**src/design/cpu_core_pkg.sv**
```systemverilog
package cpu_core_pkg;

    // ==========================================================
    // Widths
    localparam int DATA_W = 16;
    localparam int PC_W = 23;
    localparam int PC_HI_W = PC_W - 16;
    localparam int NUM_GP = 15;
    localparam int NUM_SHADOW_W = 4;
    localparam int LOOP_CNT_W = 16;
    localparam int TAG_W = 8;

    // ==========================================================
    // Reset values and stack constants
    localparam logic [15:0] SP_RESET_ADDR = 16'h0800;
    localparam logic [15:0] LIMIT_RESET = 16'h0000;
    localparam logic [15:0] STATUS_RESET = 16'h0000;
    localparam logic [15:0] WREG_RESET = 16'h0000;
    localparam logic [15:0] SP_STEP = 16'h0002;
    localparam logic [16:0] LIMIT_MARGIN = 17'h00002;
    localparam logic [15:0] WORD_ALIGN_MASK = 16'hfffe;
    localparam logic [3:0] SP_INDEX = 4'hf;

    // ==========================================================
    // Status word field positions
    localparam int SB_C = 0;
    localparam int SB_Z = 1;
    localparam int SB_OV = 2;
    localparam int SB_N = 3;
    localparam int SB_RA = 4;
    localparam int SB_DC = 8;
    localparam int SB_DA = 9;
    localparam int SB_CLIP_EITHER = 10;
    localparam int SB_OVF_EITHER = 11;
    localparam int SB_CLIP_B = 12;
    localparam int SB_CLIP_A = 13;
    localparam int SB_OVF_B = 14;
    localparam int SB_OVF_A = 15;

    // Bits software may write freely, and bits it may only clear
    localparam logic [15:0] STATUS_SW_RW_MASK = 16'h01ef;
    localparam logic [15:0] STATUS_SW_CLR_MASK = 16'h3400;

    // ==========================================================
    // Stack sequencer
    typedef enum logic [0:0] {
        STK_IDLE = 1'b0,
        STK_PC_HI = 1'b1
    } stack_state_type;

endpackage

```
**src/design/loop_shadow.sv**
```systemverilog
`timescale 1ns/1ps
`default_nettype none

module loop_shadow
    import cpu_core_pkg::*;
#(
    parameter int AW = PC_W,
    parameter int CW = LOOP_CNT_W
) (
    // Clock and reset
    input wire logic clk,
    input wire logic sys_rst,
    // Loop sequencer events
    input wire logic do_exec,
    input wire logic do_exit,
    input wire logic [AW-1:0] new_first_addr,
    input wire logic [AW-1:0] new_last_addr,
    input wire logic [CW-1:0] new_iter_count,
    // Active loop registers
    output logic [AW-1:0] loop_first_addr,
    output logic [AW-1:0] loop_last_addr,
    output logic [CW-1:0] loop_iter_count,
    output logic loop_active
);

    logic [AW-1:0] sh_first_reg;
    logic [AW-1:0] sh_last_reg;
    logic [CW-1:0] sh_count_reg;
    logic [1:0] depth_reg;

    // ==========================================================
    // One-level shadow: a third nested loop overwrites the outer copy,
    // so software must save the loop registers beyond two levels
    always_ff @(posedge clk) begin
        if (sys_rst) begin
            loop_first_addr <= '0;
            loop_last_addr <= '0;
            loop_iter_count <= '0;
            sh_first_reg <= '0;
            sh_last_reg <= '0;
            sh_count_reg <= '0;
            depth_reg <= 2'h0;
            loop_active <= 1'b0;
        end else if (do_exec) begin
            sh_first_reg <= loop_first_addr;
            sh_last_reg <= loop_last_addr;
            sh_count_reg <= loop_iter_count;
            loop_first_addr <= new_first_addr;
            loop_last_addr <= new_last_addr;
            loop_iter_count <= new_iter_count;
            depth_reg <= (depth_reg == 2'h2) ? 2'h2 : depth_reg + 2'h1;
            loop_active <= 1'b1;
        end else if (do_exit && depth_reg != 2'h0) begin
            loop_first_addr <= sh_first_reg;
            loop_last_addr <= sh_last_reg;
            loop_iter_count <= sh_count_reg;
            depth_reg <= depth_reg - 2'h1;
            loop_active <= (depth_reg != 2'h1);
        end
    end

endmodule

`default_nettype wire

```
**src/design/cpu_stack_shadow_regs.sv**
```systemverilog
// How it works
// - Shadow save copies W0-W3 and flags N, OV, Z, C, half carry.
// - Shadow restore loads W0-W3 and those five flags back.
// - Shadow store is one level; each save overwrites the last.
// - No port reads or writes any shadow copy directly.
// - Each loop start copies loop first, last and count into a shadow.
// - One-level loop shadow allows exactly two nested loops.
// - Reset clears W0-W14 and marks them uninitialized.
// - Using an uninitialized register as pointer requests device reset.
// - Word writes and shadow restore (W0-W3) clear the uninitialized mark; byte writes do not.
// - Stack pointer bit zero is always zero.
// - Reset loads the stack pointer with 0x0800.
// - Stack grows upward; push writes then adds two, pop subtracts then reads.
// - Stacked PC: low 16 bits first word, upper bits next word.
// - Call stacking puts zero in upper byte of second PC word.
// - Exception stacking puts status low byte in that upper byte.
// - Stack limit is 16 bits, resets to zero, bit zero fixed zero.
// - Overflow check starts at first limit word write; only reset stops it.
// - Checked stack addresses above limit plus two raise stack error.
// - Check covers every stack-pointer address, calls and interrupts included.
// - With checking on, address wrap past 0xFFFF raises stack error.
// - Stack address below 0x0800 always raises stack error.
// - Loop, repeat and accumulator overflow flags are hardware-only.
// - Clip stickies set by hardware, cleared by software; either clears all.
`timescale 1ns/1ps
`default_nettype none

module cpu_stack_shadow_regs
    import cpu_core_pkg::*;
(
    // Clock and reset
    input wire logic clk,
    input wire logic sys_rst,
    // Working register write and read
    input wire logic wr_en,
    input wire logic [3:0] wr_idx,
    input wire logic wr_word,
    input wire logic wr_hi,
    input wire logic [15:0] wr_data,
    input wire logic [3:0] rd_idx,
    output logic [15:0] rd_data,
    // Pointer use check
    input wire logic ptr_use,
    input wire logic [3:0] ptr_idx,
    output logic uninit_reset,
    // Context shadow
    input wire logic shadow_save,
    input wire logic shadow_restore,
    // Status word sources and software access
    input wire logic alu_flags_we,
    input wire logic [4:0] alu_flags,
    input wire logic acc_a_ovf_in,
    input wire logic acc_b_ovf_in,
    input wire logic acc_a_clip_set,
    input wire logic acc_b_clip_set,
    input wire logic repeat_active_in,
    input wire logic status_wr_en,
    input wire logic [1:0] status_wr_mask,
    input wire logic [15:0] status_wr_data,
    output logic [15:0] cpu_status_word,
    // Hardware loop
    input wire logic do_exec,
    input wire logic do_exit,
    input wire logic [PC_W-1:0] do_first_addr,
    input wire logic [PC_W-1:0] do_last_addr,
    input wire logic [LOOP_CNT_W-1:0] do_iter_count,
    output logic [PC_W-1:0] loop_first_addr,
    output logic [PC_W-1:0] loop_last_addr,
    output logic [LOOP_CNT_W-1:0] loop_iter_count,
    // Stack limit
    input wire logic limit_wr_en,
    input wire logic limit_word,
    input wire logic limit_hi,
    input wire logic [15:0] limit_wr_data,
    output logic [15:0] stack_limit,
    // Stack operations
    input wire logic push_en,
    input wire logic [15:0] push_data,
    input wire logic pop_en,
    input wire logic pc_push_en,
    input wire logic pc_push_exc,
    input wire logic [PC_W-1:0] pc_value,
    input wire logic sp_ea_en,
    input wire logic [15:0] sp_ea,
    input wire logic sp_ea_wrap,
    input wire logic [TAG_W-1:0] instr_tag,
    // Stack memory side and errors
    output logic mem_wr_en,
    output logic mem_rd_en,
    output logic [15:0] mem_addr,
    output logic [15:0] mem_wr_data,
    output logic stack_busy,
    output logic stack_err,
    output logic [TAG_W-1:0] stack_err_tag
);

    // ==========================================================
    // Storage
    logic [15:0] wreg_reg [NUM_GP];
    logic uninit_reg [NUM_GP];
    logic [15:0] sp_reg;
    logic [15:0] shadow_w_reg [NUM_SHADOW_W];
    logic [4:0] shadow_flag_reg;
    logic [15:0] status_next;
    logic chk_en_reg;
    stack_state_type stk_state;
    logic [15:0] pc_hi_reg;
    logic [TAG_W-1:0] pc_tag_reg;
    logic loop_active;
    logic [16:0] sp_plus;
    logic [16:0] sp_minus;
    logic [16:0] chk_ea;
    logic chk_act;
    logic chk_pop;
    logic err_now;
    logic [16:0] lim_plus;

    // ==========================================================
    // Working registers W0-W14
    genvar g;
    generate
        for (g = 0; g < NUM_GP; g++) begin : gp
            localparam int unsigned SI = g % NUM_SHADOW_W;
            always_ff @(posedge clk) begin
                if (sys_rst) begin
                    wreg_reg[g] <= WREG_RESET;
                    uninit_reg[g] <= 1'b1;
                end else if (shadow_restore && g < NUM_SHADOW_W) begin
                    wreg_reg[g] <= shadow_w_reg[SI];
                    uninit_reg[g] <= 1'b0;
                end else if (wr_en && wr_idx == 4'(g)) begin
                    if (wr_word) begin
                        wreg_reg[g] <= wr_data;
                        uninit_reg[g] <= 1'b0;
                    end else if (wr_hi) begin
                        wreg_reg[g][15:8] <= wr_data[7:0];
                    end else begin
                        wreg_reg[g][7:0] <= wr_data[7:0];
                    end
                end
            end
        end
    endgenerate

    always_ff @(posedge clk) begin
        if (sys_rst) begin
            rd_data <= WREG_RESET;
        end else begin
            rd_data <= (rd_idx == SP_INDEX) ? sp_reg : wreg_reg[rd_idx];
        end
    end

    // Pointer from a register never word-written or restored is fatal to the program
    always_ff @(posedge clk) begin
        if (sys_rst) begin
            uninit_reset <= 1'b0;
        end else begin
            uninit_reset <= ptr_use && ptr_idx != SP_INDEX && uninit_reg[ptr_idx];
        end
    end

    // ==========================================================
    // Context shadow, no path out except restore
    always_ff @(posedge clk) begin
        if (sys_rst) begin
            for (int i = 0; i < NUM_SHADOW_W; i++) begin
                shadow_w_reg[i] <= WREG_RESET;
            end
            shadow_flag_reg <= 5'h00;
        end else if (shadow_save) begin
            for (int i = 0; i < NUM_SHADOW_W; i++) begin
                shadow_w_reg[i] <= wreg_reg[i];
            end
            shadow_flag_reg <= {cpu_status_word[SB_DC], cpu_status_word[SB_N],
                                cpu_status_word[SB_OV], cpu_status_word[SB_Z],
                                cpu_status_word[SB_C]};
        end
    end

    // ==========================================================
    // Status word
    always_comb begin
        logic [15:0] lane;
        logic [15:0] clr;
        lane = {{8{status_wr_mask[1]}}, {8{status_wr_mask[0]}}};
        clr = 16'h0000;
        status_next = cpu_status_word;
        if (status_wr_en) begin
            status_next = (status_next & ~(STATUS_SW_RW_MASK & lane))
                        | (status_wr_data & STATUS_SW_RW_MASK & lane);
            clr = ~status_wr_data & STATUS_SW_CLR_MASK & lane;
            if (clr[SB_CLIP_EITHER]) begin
                clr = clr | STATUS_SW_CLR_MASK;
            end
            status_next = status_next & ~clr;
        end
        if (alu_flags_we) begin
            {status_next[SB_DC], status_next[SB_N], status_next[SB_OV],
             status_next[SB_Z], status_next[SB_C]} = alu_flags;
        end
        if (shadow_restore) begin
            {status_next[SB_DC], status_next[SB_N], status_next[SB_OV],
             status_next[SB_Z], status_next[SB_C]} = shadow_flag_reg;
        end
        status_next[SB_OVF_A] = acc_a_ovf_in;
        status_next[SB_OVF_B] = acc_b_ovf_in;
        status_next[SB_OVF_EITHER] = acc_a_ovf_in | acc_b_ovf_in;
        status_next[SB_DA] = loop_active;
        status_next[SB_RA] = repeat_active_in;
        // A set arriving with a software clear survives it
        if (acc_a_clip_set) begin
            status_next[SB_CLIP_A] = 1'b1;
        end
        if (acc_b_clip_set) begin
            status_next[SB_CLIP_B] = 1'b1;
        end
        if (acc_a_clip_set || acc_b_clip_set) begin
            status_next[SB_CLIP_EITHER] = 1'b1;
        end
    end

    always_ff @(posedge clk) begin
        if (sys_rst) begin
            cpu_status_word <= STATUS_RESET;
        end else begin
            cpu_status_word <= status_next;
        end
    end

    // ==========================================================
    // Hardware loop shadow
    loop_shadow #(
        .AW(PC_W),
        .CW(LOOP_CNT_W)
    ) u_loop_shadow (
        .clk(clk),
        .sys_rst(sys_rst),
        .do_exec(do_exec),
        .do_exit(do_exit),
        .new_first_addr(do_first_addr),
        .new_last_addr(do_last_addr),
        .new_iter_count(do_iter_count),
        .loop_first_addr(loop_first_addr),
        .loop_last_addr(loop_last_addr),
        .loop_iter_count(loop_iter_count),
        .loop_active(loop_active)
    );

    // ==========================================================
    // Stack limit
    always_ff @(posedge clk) begin
        if (sys_rst) begin
            stack_limit <= LIMIT_RESET;
            chk_en_reg <= 1'b0;
        end else if (limit_wr_en) begin
            if (limit_word) begin
                stack_limit <= limit_wr_data & WORD_ALIGN_MASK;
                chk_en_reg <= 1'b1;
            end else if (limit_hi) begin
                stack_limit[15:8] <= limit_wr_data[7:0];
            end else begin
                stack_limit[7:0] <= limit_wr_data[7:0] & WORD_ALIGN_MASK[7:0];
            end
        end
    end

    // ==========================================================
    // Stack address checks
    assign sp_plus = {1'b0, sp_reg} + {1'b0, SP_STEP};
    assign sp_minus = {1'b0, sp_reg} - {1'b0, SP_STEP};
    assign lim_plus = {1'b0, stack_limit} + LIMIT_MARGIN;

    always_comb begin
        chk_act = 1'b0;
        chk_pop = 1'b0;
        chk_ea = 17'h00000;
        unique case (stk_state)
            STK_IDLE: begin
                if (pc_push_en || push_en) begin
                    chk_act = 1'b1;
                    chk_ea = {sp_plus[16], sp_reg};
                end else if (pop_en) begin
                    chk_act = 1'b1;
                    chk_pop = 1'b1;
                    chk_ea = sp_minus;
                end else if (sp_ea_en) begin
                    chk_act = 1'b1;
                    chk_ea = {sp_ea_wrap, sp_ea};
                end
            end
            STK_PC_HI: begin
                chk_act = 1'b1;
                chk_ea = {sp_plus[16], sp_reg};
            end
        endcase
        err_now = chk_act && ((chk_en_reg && chk_ea[16])
                  || chk_ea[15:0] < SP_RESET_ADDR || (chk_pop && chk_ea[16])
                  || (chk_en_reg && {1'b0, chk_ea[15:0]} > lim_plus));
    end

    // ==========================================================
    // Stack pointer and sequencer; stack moves beat explicit writes
    always_ff @(posedge clk) begin
        if (sys_rst) begin
            sp_reg <= SP_RESET_ADDR;
            stk_state <= STK_IDLE;
            pc_hi_reg <= 16'h0000;
            pc_tag_reg <= '0;
            stack_busy <= 1'b0;
            mem_wr_en <= 1'b0;
            mem_rd_en <= 1'b0;
            mem_addr <= 16'h0000;
            mem_wr_data <= 16'h0000;
        end else begin
            mem_wr_en <= 1'b0;
            mem_rd_en <= 1'b0;
            stack_busy <= 1'b0;
            unique case (stk_state)
                STK_IDLE: begin
                    if (pc_push_en) begin
                        mem_wr_en <= 1'b1;
                        mem_addr <= sp_reg;
                        mem_wr_data <= pc_value[15:0];
                        pc_hi_reg <= {pc_push_exc ? cpu_status_word[7:0] : 8'h00,
                                      {(8 - PC_HI_W){1'b0}}, pc_value[PC_W-1:16]};
                        pc_tag_reg <= instr_tag;
                        sp_reg <= sp_plus[15:0];
                        stk_state <= STK_PC_HI;
                        stack_busy <= 1'b1;
                    end else if (push_en) begin
                        mem_wr_en <= 1'b1;
                        mem_addr <= sp_reg;
                        mem_wr_data <= push_data;
                        sp_reg <= sp_plus[15:0];
                    end else if (pop_en) begin
                        mem_rd_en <= 1'b1;
                        mem_addr <= sp_minus[15:0];
                        sp_reg <= sp_minus[15:0];
                    end else if (wr_en && wr_idx == SP_INDEX) begin
                        if (wr_word) begin
                            sp_reg <= wr_data & WORD_ALIGN_MASK;
                        end else if (wr_hi) begin
                            sp_reg[15:8] <= wr_data[7:0];
                        end else begin
                            sp_reg[7:0] <= wr_data[7:0] & WORD_ALIGN_MASK[7:0];
                        end
                    end
                end
                STK_PC_HI: begin
                    mem_wr_en <= 1'b1;
                    mem_addr <= sp_reg;
                    mem_wr_data <= pc_hi_reg;
                    sp_reg <= sp_plus[15:0];
                    stk_state <= STK_IDLE;
                end
            endcase
        end
    end

    always_ff @(posedge clk) begin
        if (sys_rst) begin
            stack_err <= 1'b0;
            stack_err_tag <= '0;
        end else begin
            stack_err <= err_now;
            stack_err_tag <= (stk_state == STK_PC_HI) ? pc_tag_reg : instr_tag;
        end
    end
endmodule

`default_nettype wire

```
**config.mk**
```make
export PLATFORM = sky130hd
export DESIGN_NAME = cpu_stack_shadow_regs
export DESIGN_NICKNAME = d
export VERILOG_FILES = /design/src/design/cpu_core_pkg.sv /design/src/design/loop_shadow.sv /design/src/design/cpu_stack_shadow_regs.sv
export SDC_FILE = /design/constraint.sdc
export NUM_CORES = 1
export LEC_CHECK = 0
export ABC_AREA = 1
export BUFFER_PORTS_ARGS = -buffer_cell sky130_fd_sc_hd__buf_4
export CAP_MARGIN = 25
export CORE_ASPECT_RATIO = 2
export CORE_MARGIN = 3
export CORE_UTILIZATION = 37
export DETAILED_ROUTE_END_ITERATION = 10
export SLEW_MARGIN = 20
export SYNTH_ARGS = -nofsm -noshare
export SYNTH_HDL_FRONTEND = slang
export SYNTH_SLANG_ARGS = --single-unit
```
**constraint.sdc**
```tcl
create_clock -name clk -period 4.35 [get_ports clk]
set_input_delay 0.435 -clock clk [delete_from_list [all_inputs] [get_ports clk]]
set_output_delay 0.435 -clock clk [all_outputs]
set_load 0.005 [all_outputs]
```
# Word level (Yosys, flattened, before mapping)
# Memories as Yosys holds them, arrays and structs flattened.
# Index checks and enable logic that the tools add are counted.
word_totals:
  ff_bits: 266
  latchBits: 0
  mem_bits_rw: 319
  rom_bits: 0
  output_inout_bits: 155
  wordCells: 483
  n_memories: 3
classes:
  addsub: 5
  multipliers: 0
  div_mod_pow: 0
  order_cmp: 2
  n_eq_ne: 25
  shifts: 0
  n_mux: 290
  bitwise_logic: 82
  reduce_logical: 44
memory_table:
  columns: ["name", "words", "word_bits", "rd", "rd_clocked_by_memory_dff", "write_ports", "line_no", "text"]
  rows:
  - ["wreg_reg", 15, 16, 5, 0, 15, "cpu_stack_shadow_regs.sv:99", "logic [15:0] wreg_reg [NUM_GP];"]
  - ["shadow_w_reg", 4, 16, 4, 0, 4, "cpu_stack_shadow_regs.sv:102", "logic [15:0] shadow_w_reg [NUM_SHADOW_W];"]
  - ["uninit_reg", 15, 1, 1, 0, 15, "cpu_stack_shadow_regs.sv:100", "logic uninit_reg [NUM_GP];"]
op_table:
  columns: ["op", "count"]
  rows:
  - ["16-bit two-way mux", 37]
  - ["8-bit two-way mux", 36]
  - ["1-bit two-way mux", 195]
  - ["16-bit case mux with 2 select lines", 3]
  - ["23-bit two-way mux", 4]
  - ["1-bit bitwise OR", 73]
  - ["17-bit two-way mux", 3]
  - ["14-bit bitwise AND", 3]
  - ["14-bit two-way mux", 3]
  - ["4-bit equality test, second input constant", 9]
  - ["16-bit by 2-bit adder with 17-bit output, second input constant", 2]
  - ["17-bit case mux with 2 select lines", 1]
  - ["14-bit inverter", 2]
  - ["1-bit logical AND", 23]
  - ["16-bit by 17-bit > comparator with 1-bit output", 1]
  - ["16-bit by 2-bit subtractor with 17-bit output, second input constant", 1]
  - ["4-bit by 3-bit equality test with 1-bit output, second input constant", 4]
  - ["16-bit by 12-bit < comparator with 1-bit output, second input constant", 1]
  - ["9-bit by 14-bit bitwise AND with 14-bit output", 1]
  - ["9-bit inverter with 14-bit output", 1]
  - ["14-bit bitwise OR", 1]
  - ["6-bit inequality test, second input constant", 2]
  - ["2-bit AND reduction", 6]
  - ["2-bit nonzero test", 6]
  - ["other kinds (19)", 30]

# Longest topological paths before layout
# Gate-level depths: netlist (run 1).
logic_depth:
  word_depth: 9
  ltp_mapped: 22
  ltp_nobuf: 22

# By module
# From an unflattened synthesis (run 1), not the netlist that was laid out.
hier_totals:
  hier_cells: 3228
  area_unflattened_um2: 27386.3
modules_own_cells:
  columns: ["module", "n_inst", "cells_each", "area_per_inst_um2", "seq_area_each_um2"]
  rows:
  - ["cpu_stack_shadow_regs", 1, 2462, 21948.6, 12271.8]
  - ["loop_shadow", 1, 766, 5437.7, 2542.4]

# Worst setup path after synthesis (run 1)
# Ideal clock, no wire load.
synth_path:
  path_kind: "in2reg"
  start: "input shadow_save"
  end: "memory shadow_w_reg[0][0], enable pin"
  setup_time_ns: 0.448
  t_arrival_ns: 2.600
  setup_slack_ns: 1.302
  cell_stages: 3
  n_path_buf: 2
  path_cell_list: "clkbuf_1 or2_2 clkbuf_1"
synth_rtl:
  columns: ["item", "line_no", "text"]
  rows:
  - ["start: declaration", "cpu_stack_shadow_regs.sv:47", "input wire logic shadow_save,"]
  - ["end: declaration", "cpu_stack_shadow_regs.sv:102", null]

# Worst setup path in the final report (run 1)
layout_path:
  start: "register sp_reg[7]"
  end: "register stack_err"
layout_via:
  elab_chain_len: 9
  word_cells_on_any_way: 14
  classes_between: "add/sub (2); order compare (2); mux (3); reduce/logical (7)"
layout_lines:
  columns: ["item", "line_no", "text"]
  rows:
  - ["start: declaration", "cpu_stack_shadow_regs.sv:101", "logic [15:0] sp_reg;"]
  - ["start signal: assignment", "cpu_stack_shadow_regs.sv:327", "sp_reg <= sp_plus[15:0];"]
  - ["start signal: assignment", "cpu_stack_shadow_regs.sv:334", "sp_reg <= sp_plus[15:0];"]
  - ["start signal: assignment", "cpu_stack_shadow_regs.sv:338", "sp_reg <= sp_minus[15:0];"]
  - ["16-bit by 2-bit subtractor with 17-bit output", "cpu_stack_shadow_regs.sv:270", "assign sp_minus = {1'b0, sp_reg} - {1'b0, SP_STEP};"]
  - ["17-bit two-way mux", "cpu_stack_shadow_regs.sv:282", "end else if (pop_en) begin"]
  - ["17-bit two-way mux", "cpu_stack_shadow_regs.sv:279", "if (pc_push_en || push_en) begin"]
  - ["17-bit case mux with 2 select lines (*)", "cpu_stack_shadow_regs.sv:277", "unique case (stk_state)"]
  - ["16-bit by 12-bit < comparator with 1-bit output or 1-bit logical AND (tied branches)", "cpu_stack_shadow_regs.sv:297, cpu_stack_shadow_regs.sv:296", null]
  - ["1-bit logical OR (2 in series)", "cpu_stack_shadow_regs.sv:297", "|| chk_ea[15:0] < SP_RESET_ADDR || (chk_pop && chk_ea[16])"]
  - ["1-bit logical OR (*)", "cpu_stack_shadow_regs.sv:298", "|| (chk_en_reg && {1'b0, chk_ea[15:0]} > lim_plus));"]
  - ["1-bit logical AND (*)", "cpu_stack_shadow_regs.sv:296", "err_now = chk_act && ((chk_en_reg && chk_ea[16])"]
  - ["end signal: assignment", "cpu_stack_shadow_regs.sv:365", "stack_err <= err_now;"]
  - ["end: declaration", "cpu_stack_shadow_regs.sv:93", "output logic stack_err,"]
# Every way passes the cells marked *; elsewhere a longest branch is shown, timed or not.
# A chain may end at the register's enable or synchronous reset.

==> results of run 1 <==
[cells in the final DEF (no fill, tap or decap), types with 3 or more instances in the layout]
cell type	synthesis	layout
sky130_fd_sc_hd__nand2_1	620	618
sky130_fd_sc_hd__buf_4	11	404
sky130_fd_sc_hd__nor2_1	357	353
sky130_fd_sc_hd__edfxtp_1	318	318
sky130_fd_sc_hd__o21ai_0	308	308
sky130_fd_sc_hd__dfxtp_1	263	262
sky130_fd_sc_hd__a21oi_1	251	251
sky130_fd_sc_hd__inv_1	197	195
sky130_fd_sc_hd__nand3_1	161	161
sky130_fd_sc_hd__o22ai_1	115	115
sky130_fd_sc_hd__a31oi_1	92	92
sky130_fd_sc_hd__clkbuf_16	0	56
sky130_fd_sc_hd__a22oi_1	33	33
sky130_fd_sc_hd__o211ai_1	24	24
sky130_fd_sc_hd__ha_1	20	20
sky130_fd_sc_hd__nor2_2	15	15
sky130_fd_sc_hd__inv_2	14	14
sky130_fd_sc_hd__xor2_1	14	14
sky130_fd_sc_hd__o21ai_1	14	14
sky130_fd_sc_hd__clkinv_1	3	11
sky130_fd_sc_hd__clkinv_2	0	11
sky130_fd_sc_hd__nand2_2	8	10
sky130_fd_sc_hd__clkbuf_1	133	10
sky130_fd_sc_hd__nor2_4	5	9
sky130_fd_sc_hd__nor3_1	8	8
sky130_fd_sc_hd__o221ai_1	7	7
sky130_fd_sc_hd__bufinv_16	0	7
sky130_fd_sc_hd__nand4_1	5	5
sky130_fd_sc_hd__nor4_1	5	5
sky130_fd_sc_hd__a221oi_1	5	5
sky130_fd_sc_hd__or2_2	5	4
sky130_fd_sc_hd__diode_2	0	3
sky130_fd_sc_hd__nand3_2	3	3
sky130_fd_sc_hd__nor3_2	3	3
sky130_fd_sc_hd__xnor2_1	3	3
sky130_fd_sc_hd__clkbuf_8	0	3
sky130_fd_sc_hd__buf_12	0	3
[metrics by stage]
step	utilization [%]	hold slack, ns	power, W	instance area (um^2)	worst slack [ns]
after global routing	44.5	0.0298	0.0134	31900	1.19
after detailed placement	41.9	0.444	0.00805	30100	1.17
final	44.5	0.0420	0.0129	31900	1.49
after CTS	44.5	0.000289	0.0130	31900	1.52
after global placement	41.9	0.435	0.00804	30100	1.17
after floorplan	-	0.403	0.00727	26800	1.30
[worst min path at each step]
stage / startpoint / to / cells after the start
2_1_floorplan: u_loop_shadow.loop_active / cpu_status_word[9] / 2
3_3_place_gp: uninit_reg[8] / uninit_reg[8] / 1
3_5_place_dp: uninit_reg[8] / uninit_reg[8] / 1
4_1_cts: pc_value[20] / pc_hi_reg[4] / 3
5_1_grt: pc_value[17] / pc_hi_reg[1] / 3
6_report: pc_value[18] / pc_hi_reg[2] / 3
[Yosys cell counts, types with 2 or more instances]
cell,count
sky130_fd_sc_hd__xnor2_1,3
sky130_fd_sc_hd__nand2_2,8
sky130_fd_sc_hd__nand3_2,3
sky130_fd_sc_hd__a31oi_1,92
sky130_fd_sc_hd__o22ai_1,115
sky130_fd_sc_hd__o21bai_1,2
sky130_fd_sc_hd__a21oi_2,2
sky130_fd_sc_hd__nor2_1,357
sky130_fd_sc_hd__clkinv_1,3
sky130_fd_sc_hd__o21ai_0,308
sky130_fd_sc_hd__buf_6,7
sky130_fd_sc_hd__nor2_2,15
sky130_fd_sc_hd__a21oi_1,251
sky130_fd_sc_hd__clkbuf_1,133
sky130_fd_sc_hd__nor3_1,8
sky130_fd_sc_hd__o2111ai_1,2
sky130_fd_sc_hd__buf_4,11
sky130_fd_sc_hd__o221ai_1,7
sky130_fd_sc_hd__nor2_4,5
sky130_fd_sc_hd__nand4_1,5
sky130_fd_sc_hd__dfxtp_1,263
sky130_fd_sc_hd__nor2_8,2
sky130_fd_sc_hd__buf_2,55
sky130_fd_sc_hd__inv_1,197
sky130_fd_sc_hd__a22oi_1,33
sky130_fd_sc_hd__o311ai_0,2
sky130_fd_sc_hd__edfxtp_1,318
sky130_fd_sc_hd__o21ai_1,14
sky130_fd_sc_hd__buf_1,14
sky130_fd_sc_hd__o211ai_1,24
sky130_fd_sc_hd__nor3_2,3
sky130_fd_sc_hd__nand2_1,620
sky130_fd_sc_hd__a221oi_1,5
sky130_fd_sc_hd__xor2_1,14
sky130_fd_sc_hd__inv_2,14
sky130_fd_sc_hd__o21a_1,2
sky130_fd_sc_hd__ha_1,20
sky130_fd_sc_hd__or2_2,5
sky130_fd_sc_hd__nand3_1,161
sky130_fd_sc_hd__nor4_1,5
[power breakdown]
group | total, W | internal [W] | switching (W)
clock network | 0.00498 | 0.00281 | 0.00217
logic | 0.00165 | 0.000583 | 0.00107
registers | 0.00630 | 0.00611 | 0.000182
total | 0.0129 | 0.00951 | 0.00342
[what timing repair did]
item,4_1_cts,5_1_grt
setup buffers,0,0
hold buffers,2,0
endpoints found under the hold margin,2,0
[routing by layer]
layer  routed length [um]  vias to the layer above
met1                33800                    11271
met3                 8390                      220
met4                 4710                        2
li1                     -                    11251
met2                50200                     1092
met5                   20                        -
[kinds of logic after synthesis]
logic type / Yosys count / synth area share, %
flops: 581 / 55.3
fa+ha+maj: 20 / 0.934
xor+xnor: 17 / 0.556
compound gates: 864 / 18.0
buf+inv: 436 / 6.73
other cells: 1 / 0.0140
simple gates: 1201 / 18.5
[area by class of cell]
| type | count | area share, % |
|---|---|---|
| Multi-Input combinational cell | 2104 | 32.0 |
| Sequential cell | 581 | 46.4 |
| Clock buffer | 69 | 4.63 |
| Tap cell | 916 | 3.59 |
| Timing Repair Buffer | 411 | 9.83 |
| Inverter | 215 | 2.55 |
| Clock inverter | 28 | 0.983 |
| Antenna cell | 3 | 0.0235 |
[critical path, delay by kind of cell, from the launching register on]
kind | cells | cell delay (ns)
compound gates | 2 | 0.19
fa+ha+maj | 1 | 0.31
buf+inv | 2 | 0.08
flops | 1 | 0.50
simple gates | 15 | 1.68
==> summary.log, run 1 <==
[setup_path] required time of the critical path 4.88 ns
[global_route] met2 Use GR 45.0%
[clock_network] Max clock buf depth 3
[power_and_ir_drop] LEAKAGE 12.5 nW
[yosys] number of distinct library cell variants in the gate-level netlist after synthesis 52
[timing] relative slew slack 30.9%
[route] initial drt markers 2009
[die] die boundary height 387 um
[global_route] wire length of the first global-routing pass 144000 um
[clock_network] clock transition at the registers of the reported paths 0.07 ns
[global_route] most crowded layer after global routing met2
[timing] final clock skew 0.0163 ns
[die] Starting Density 37.3%
[global_route] met3 demand-to-capacity share in global routing 6.04%
[final_layout] final layout net count 3604
[yosys] share of the synthesized area in the top cell type 35.6%
[die] total number of placement rows 139
[setup_path] beginning of the worst register-to-register path sp_reg[7]
[die] horizontal die dimension 196 um
[die] die footprint 75900 um^2
[setup_path] origin of the worst setup path sp_reg[7]
[setup_path] series of cell instances along the critical path nor2_2, nand2_1, nor2_1, nand2_1, nand2_1, nand2_1, nand2_1, a21oi_1, ha_1, nand2_1, inv_1, nand3_1, nor3_1, a21oi_1, nand2_1, nand2_1, nand2_1, nand3_1, nand2_1, inv_1
[placement] post-DP HPWL 69600 um
[global_route] grt total ovfl 0
[status] status completed
[setup_path] cell repeated most along the worst path sky130_fd_sc_hd__nand2_1
[yosys] sequential share of the synthesized area 55.3%
[route] DRT Pass-1 Iters 5
[setup_path] maximum net fanout on the critical path 10
[setup_path] critical path's slowest cell sky130_fd_sc_hd__dfxtp_1
[final_layout] sequential standard cell area 14800 um^2
[yosys] mean instance size in the synthesized netlist 8.59 um^2
[yosys] share of synthesized flip-flops with an asynchronous set or reset 0%
[final_layout] count of filler cells inserted in the layout 7113
[route] detailed-route DRC error count 0
[die] core box area 71800 um^2
[final_layout] fraction of layout instances using a drive strength above 1 16.4%
[yosys] count of warnings emitted by yosys 0
[route] remaining antenna violation count 0
[clock_network] CTS root buf sky130_fd_sc_hd__clkbuf_16
[power_and_ir_drop] pwr dens 405 nW/um^2
[setup_path] endpoint of the most critical register-to-register path stack_err
[clock_network] post-cts sizing count 0
[setup_path] endpoint of the worst setup timing path stack_err
[yosys] largest cells by area after synthesis sky130_fd_sc_hd__edfxtp_1 36%, sky130_fd_sc_hd__dfxtp_1 20%, sky130_fd_sc_hd__nand2_1 8.7%
[setup_path] startpoint types flip-flop
[yosys] number of instances in the synthesized netlist 3120
[final_layout] area growth from synthesis to layout 19.2%
[route] vias after detailed routing 23.8k
[route] DR WL/cell 22.4 um
[die] # IOs 373
[timing] final-report max-slew violation count 0
[clock_network] clock net sink count 581
[final_layout] combined area of the multi-input logic cells 10200 um^2
[timing] setup repair after global routing missed its margin false
[setup_path] endpoint arrival time on the critical path 3.39 ns
[route] Post-Route WL 97100 um
[setup_path] critical path type flip-flop to flip-flop
[timing] upper clock frequency limit 349 MHz
[placement] total instance count after detailed placement 4225
[setup_path] slack of the worst reg-to-reg path 1.49 ns
[yosys] number of storage elements in the synthesis netlist 581
[clock_network] CTS tree yes
[placement] number of I/O port buffers 365
[setup_path] R2R cell count 20
[final_layout] flip-flop count of the largest register, all copies and words added 240
[run] max_cap viols 0
[route] vias per inst 5.51
[power_and_ir_drop] largest vdd supply drop 0.000299 V
[clock_network] number of buffers created by CTS 53
[timing] Final period util 65.8%
[global_route] via count of the first global-routing pass 23.7k
[clock_network] insertion delay to the later sink of the worst-skew pair 0.63 ns
[timing] Finish-stage setup viols 0
[clock_network] H-tree depth reported by CTS 2
[yosys] Most used DFF post-synth sky130_fd_sc_hd__edfxtp_1
[timing] final hold vios 0
[global_route] met1 track demand over resource 26.8%
[timing] post-layout minimum cycle time 2.86 ns
[timing] setup total negative slack 0 ns
[setup_path] endpoint kind of the worst setup timing path flip-flop
[global_route] Global Route Usage Sum 24.7%
[global_route] maximum number of pins on one net before global-route repair 100
[yosys] top cell type by total area after synthesis sky130_fd_sc_hd__edfxtp_1
[timing] transition time at the pin with the least slew margin 1.03 ns
[placement] final weighted congestion of routability-driven global placement 0.940
[yosys] number of enable flip-flop cells after synthesis 318
[final_layout] number of cells in the finished layout apart from fillers 4327
[global_route] antenna violations before repair 3
[yosys] cell area after synthesis 26800 um^2
[setup_path] peak per-stage delay on the critical path 0.50 ns
[worst_hold_path] kind of path behind the tightest hold check primary input to flip-flop
Power figures use the tool's default switching activity.
==> run 2, diff against run 1 <==
==> constraint.sdc (replaced) <==
create_clock -name clk -period 2.5 [get_ports clk]
set_input_delay 0.25 -clock clk [delete_from_list [all_inputs] [get_ports clk]]
set_output_delay 0.25 -clock clk [all_outputs]
set_load 0.005 [all_outputs]
==> summary.log, run 2 (synthesis results as in run 1) <==
[route] vias per inst 5.47
[route] vias after detailed routing 25.4k
[timing] post-layout minimum cycle time 2.52 ns
[clock_network] clock transition at the registers of the reported paths 0.07 ns
[die] die boundary height 387 um
[clock_network] H-tree depth reported by CTS 2
[global_route] Global Route Usage Sum 26.5%
[clock_network] Max clock buf depth 3
[status] status complete, but fails checks
[worst_hold_path] kind of path behind the tightest hold check primary input to flip-flop
[timing] final-report max-slew violation count 0
[die] core box area 71800 um^2
[die] # IOs 373
[timing] relative slew slack 40.5%
[setup_path] critical path type flip-flop to flip-flop
[clock_network] CTS tree yes
[final_layout] number of cells in the finished layout apart from fillers 4652
[clock_network] number of buffers created by CTS 54
[clock_network] insertion delay to the later sink of the worst-skew pair 0.64 ns
[clock_network] CTS root buf sky130_fd_sc_hd__clkbuf_16
[die] die footprint 75900 um^2
[setup_path] endpoint arrival time on the critical path 3.05 ns
[power_and_ir_drop] power consumption 0.0230 W
[timing] fin worst setup slack -0.0183 ns
[die] horizontal die dimension 196 um
[timing] transition time at the pin with the least slew margin 0.893 ns
[placement] total instance count after detailed placement 4386
[setup_path] required time of the critical path 3.03 ns
[timing] upper clock frequency limit 397 MHz
[timing] setup repair after global routing missed its margin true
[timing] Final period util 101%
[final_layout] area growth from synthesis to layout 30.8%
[global_route] maximum number of pins on one net before global-route repair 83
[timing] Finish-stage setup viols 1
[status] violations in the final reports negative setup slack
[setup_path] maximum net fanout on the critical path 4
[power_and_ir_drop] largest vdd supply drop 0.000579 V
[final_layout] sequential standard cell area 14800 um^2
[power_and_ir_drop] LEAKAGE 14.1 nW
[placement] number of I/O port buffers 365
[timing] final clock skew 0.0223 ns
[route] initial drt markers 1930
[global_route] via count of the first global-routing pass 25.6k
[route] Post-Route WL 104000 um
[route] DRT Pass-1 Iters 5
[power_and_ir_drop] pwr dens 656 nW/um^2
[final_layout] count of filler cells inserted in the layout 6811
[final_layout] combined area of the multi-input logic cells 10300 um^2
[final_layout] final layout net count 3930
[placement] final weighted congestion of routability-driven global placement 0.959
[route] detailed-route DRC error count 0
[setup_path] endpoint kind of the worst setup timing path flip-flop
[die] total number of placement rows 139
[route] DR WL/cell 22.3 um
[route] remaining antenna violation count 0
[clock_network] clock net sink count 581
[setup_path] slack of the worst reg-to-reg path -0.02 ns
[global_route] grt total ovfl 0
[final_layout] most common cell after layout, fill and taps aside sky130_fd_sc_hd__nand2_1
[run] max_cap viols 0
[final_layout] most frequent cells in the layout 616 x sky130_fd_sc_hd__nand2_1, 552 x sky130_fd_sc_hd__buf_4, 346 x sky130_fd_sc_hd__nor2_1
[placement] post-DP HPWL 74800 um
[global_route] antenna violations before repair 4
[die] Starting Density 37.3%
[global_route] wire length of the first global-routing pass 155000 um
[timing] final hold vios 0
[final_layout] flip-flop count of the largest register, all copies and words added 240
[setup_path] startpoint types flip-flop
[final_layout] fraction of layout instances using a drive strength above 1 20.0%
==> run 2: cell types whose count changed in the layout (fill, tap and decap cells not counted), sizes merged, moves of 3 or more <==
cell | before | now
inv | 212 | 215
bufinv | 7 | 4
clkbuf | 69 | 73
clkinv | 22 | 18
buf | 409 | 572
dlygate4sd3 | 2 | 164
==> run 2: final timing paths <==
| check | endpoint | start | cells after the start |
|---|---|---|---|
| worst max-delay path | stack_err | sp_reg[4] | 22 |
| worst min-delay path | cpu_status_word[3] | alu_flags[3] | 5 |
| worst max register to register | stack_err | sp_reg[4] | 22 |
| worst min register to register | u_loop_shadow.sh_first_reg[20] | u_loop_shadow.sh_first_reg[20] | 2 |
==> run 2: report_power, final <==
group | total [W] | leakage [nW] | internal (W) | switching [W]
Clock | 0.00849 | 0.867 | 0.00467 | 0.00382
Combinational | 0.00358 | 7.82 | 0.00146 | 0.00211
Sequential | 0.0109 | 5.40 | 0.0106 | 0.000276
==> run 2: final cells by class <==
cell class                 count  area share, %
timing repair buffer         736           17.6
multi-input combinational   2104           29.4
clock buffer                  73           4.32
antenna                        2         0.0143
inverter                     215           2.33
clock inverter                25          0.728
sequential                   581           42.3
tap                          916           3.27
==> run 2: what timing repair did <==
item | in CTS | in global routing
pin swaps | 7 | 3
endpoints found under the hold margin | 165 | 0
resized for setup | 20 | 10
setup buffers | 1 | 1
endpoints found under the setup margin | 1 | 2
hold buffers | 164 | 0
==> run 2: worst max-delay path, cell delays in order, from the launching register on <==
cell,delay [ns]
sky130_fd_sc_hd__dfxtp_2,0.35
sky130_fd_sc_hd__buf_4,0.14
sky130_fd_sc_hd__nor2_4,0.12
sky130_fd_sc_hd__nand2_4,0.09
sky130_fd_sc_hd__nor2_4,0.15
sky130_fd_sc_hd__buf_4,0.15
sky130_fd_sc_hd__nand2_1,0.05
sky130_fd_sc_hd__nand2_1,0.06
sky130_fd_sc_hd__nand2_2,0.06
sky130_fd_sc_hd__nand3_2,0.08
sky130_fd_sc_hd__nand2_2,0.07
sky130_fd_sc_hd__ha_1,0.28
sky130_fd_sc_hd__nand2_2,0.08
sky130_fd_sc_hd__nor2_1,0.09
sky130_fd_sc_hd__nand4_1,0.08
sky130_fd_sc_hd__nor3_1,0.13
sky130_fd_sc_hd__a21oi_1,0.08
sky130_fd_sc_hd__nand2_1,0.06
sky130_fd_sc_hd__nand2_1,0.08
sky130_fd_sc_hd__nand2_1,0.07
sky130_fd_sc_hd__nand3_1,0.07
sky130_fd_sc_hd__nand2_1,0.06
sky130_fd_sc_hd__inv_1,0.03
==> run 2: layer usage <==
| metal | wire length [um] | track usage [%] | vias to the layer above |
|---|---|---|---|
| met2 | 53500 | 47.8 | 1191 |
| met5 | 0 | 0 | - |
| met3 | 8120 | 5.34 | 291 |
| li1 | - | - | 11881 |
| met1 | 36300 | 29.0 | 12065 |
| met4 | 5960 | 13.9 | 0 |
==> run 2: through the flow <==
step / hold slack, ns / setup TNS, ns / instance area (um^2) / worst slack [ns] / utilization [%]
floorplan: 0.353 / 0 / 26800 / 0.120 / -
global placement: 0.437 / -0.0968 / 31500 / -0.0968 / 43.9
detailed placement: 0.450 / -0.0929 / 31500 / -0.0929 / 43.9
CTS: 0.00110 / -0.00463 / 35000 / -0.00463 / 48.7
global route: 0.00963 / -0.183 / 35000 / -0.183 / 48.8
finish: 0.0217 / -0.0183 / 35000 / -0.0183 / 48.8
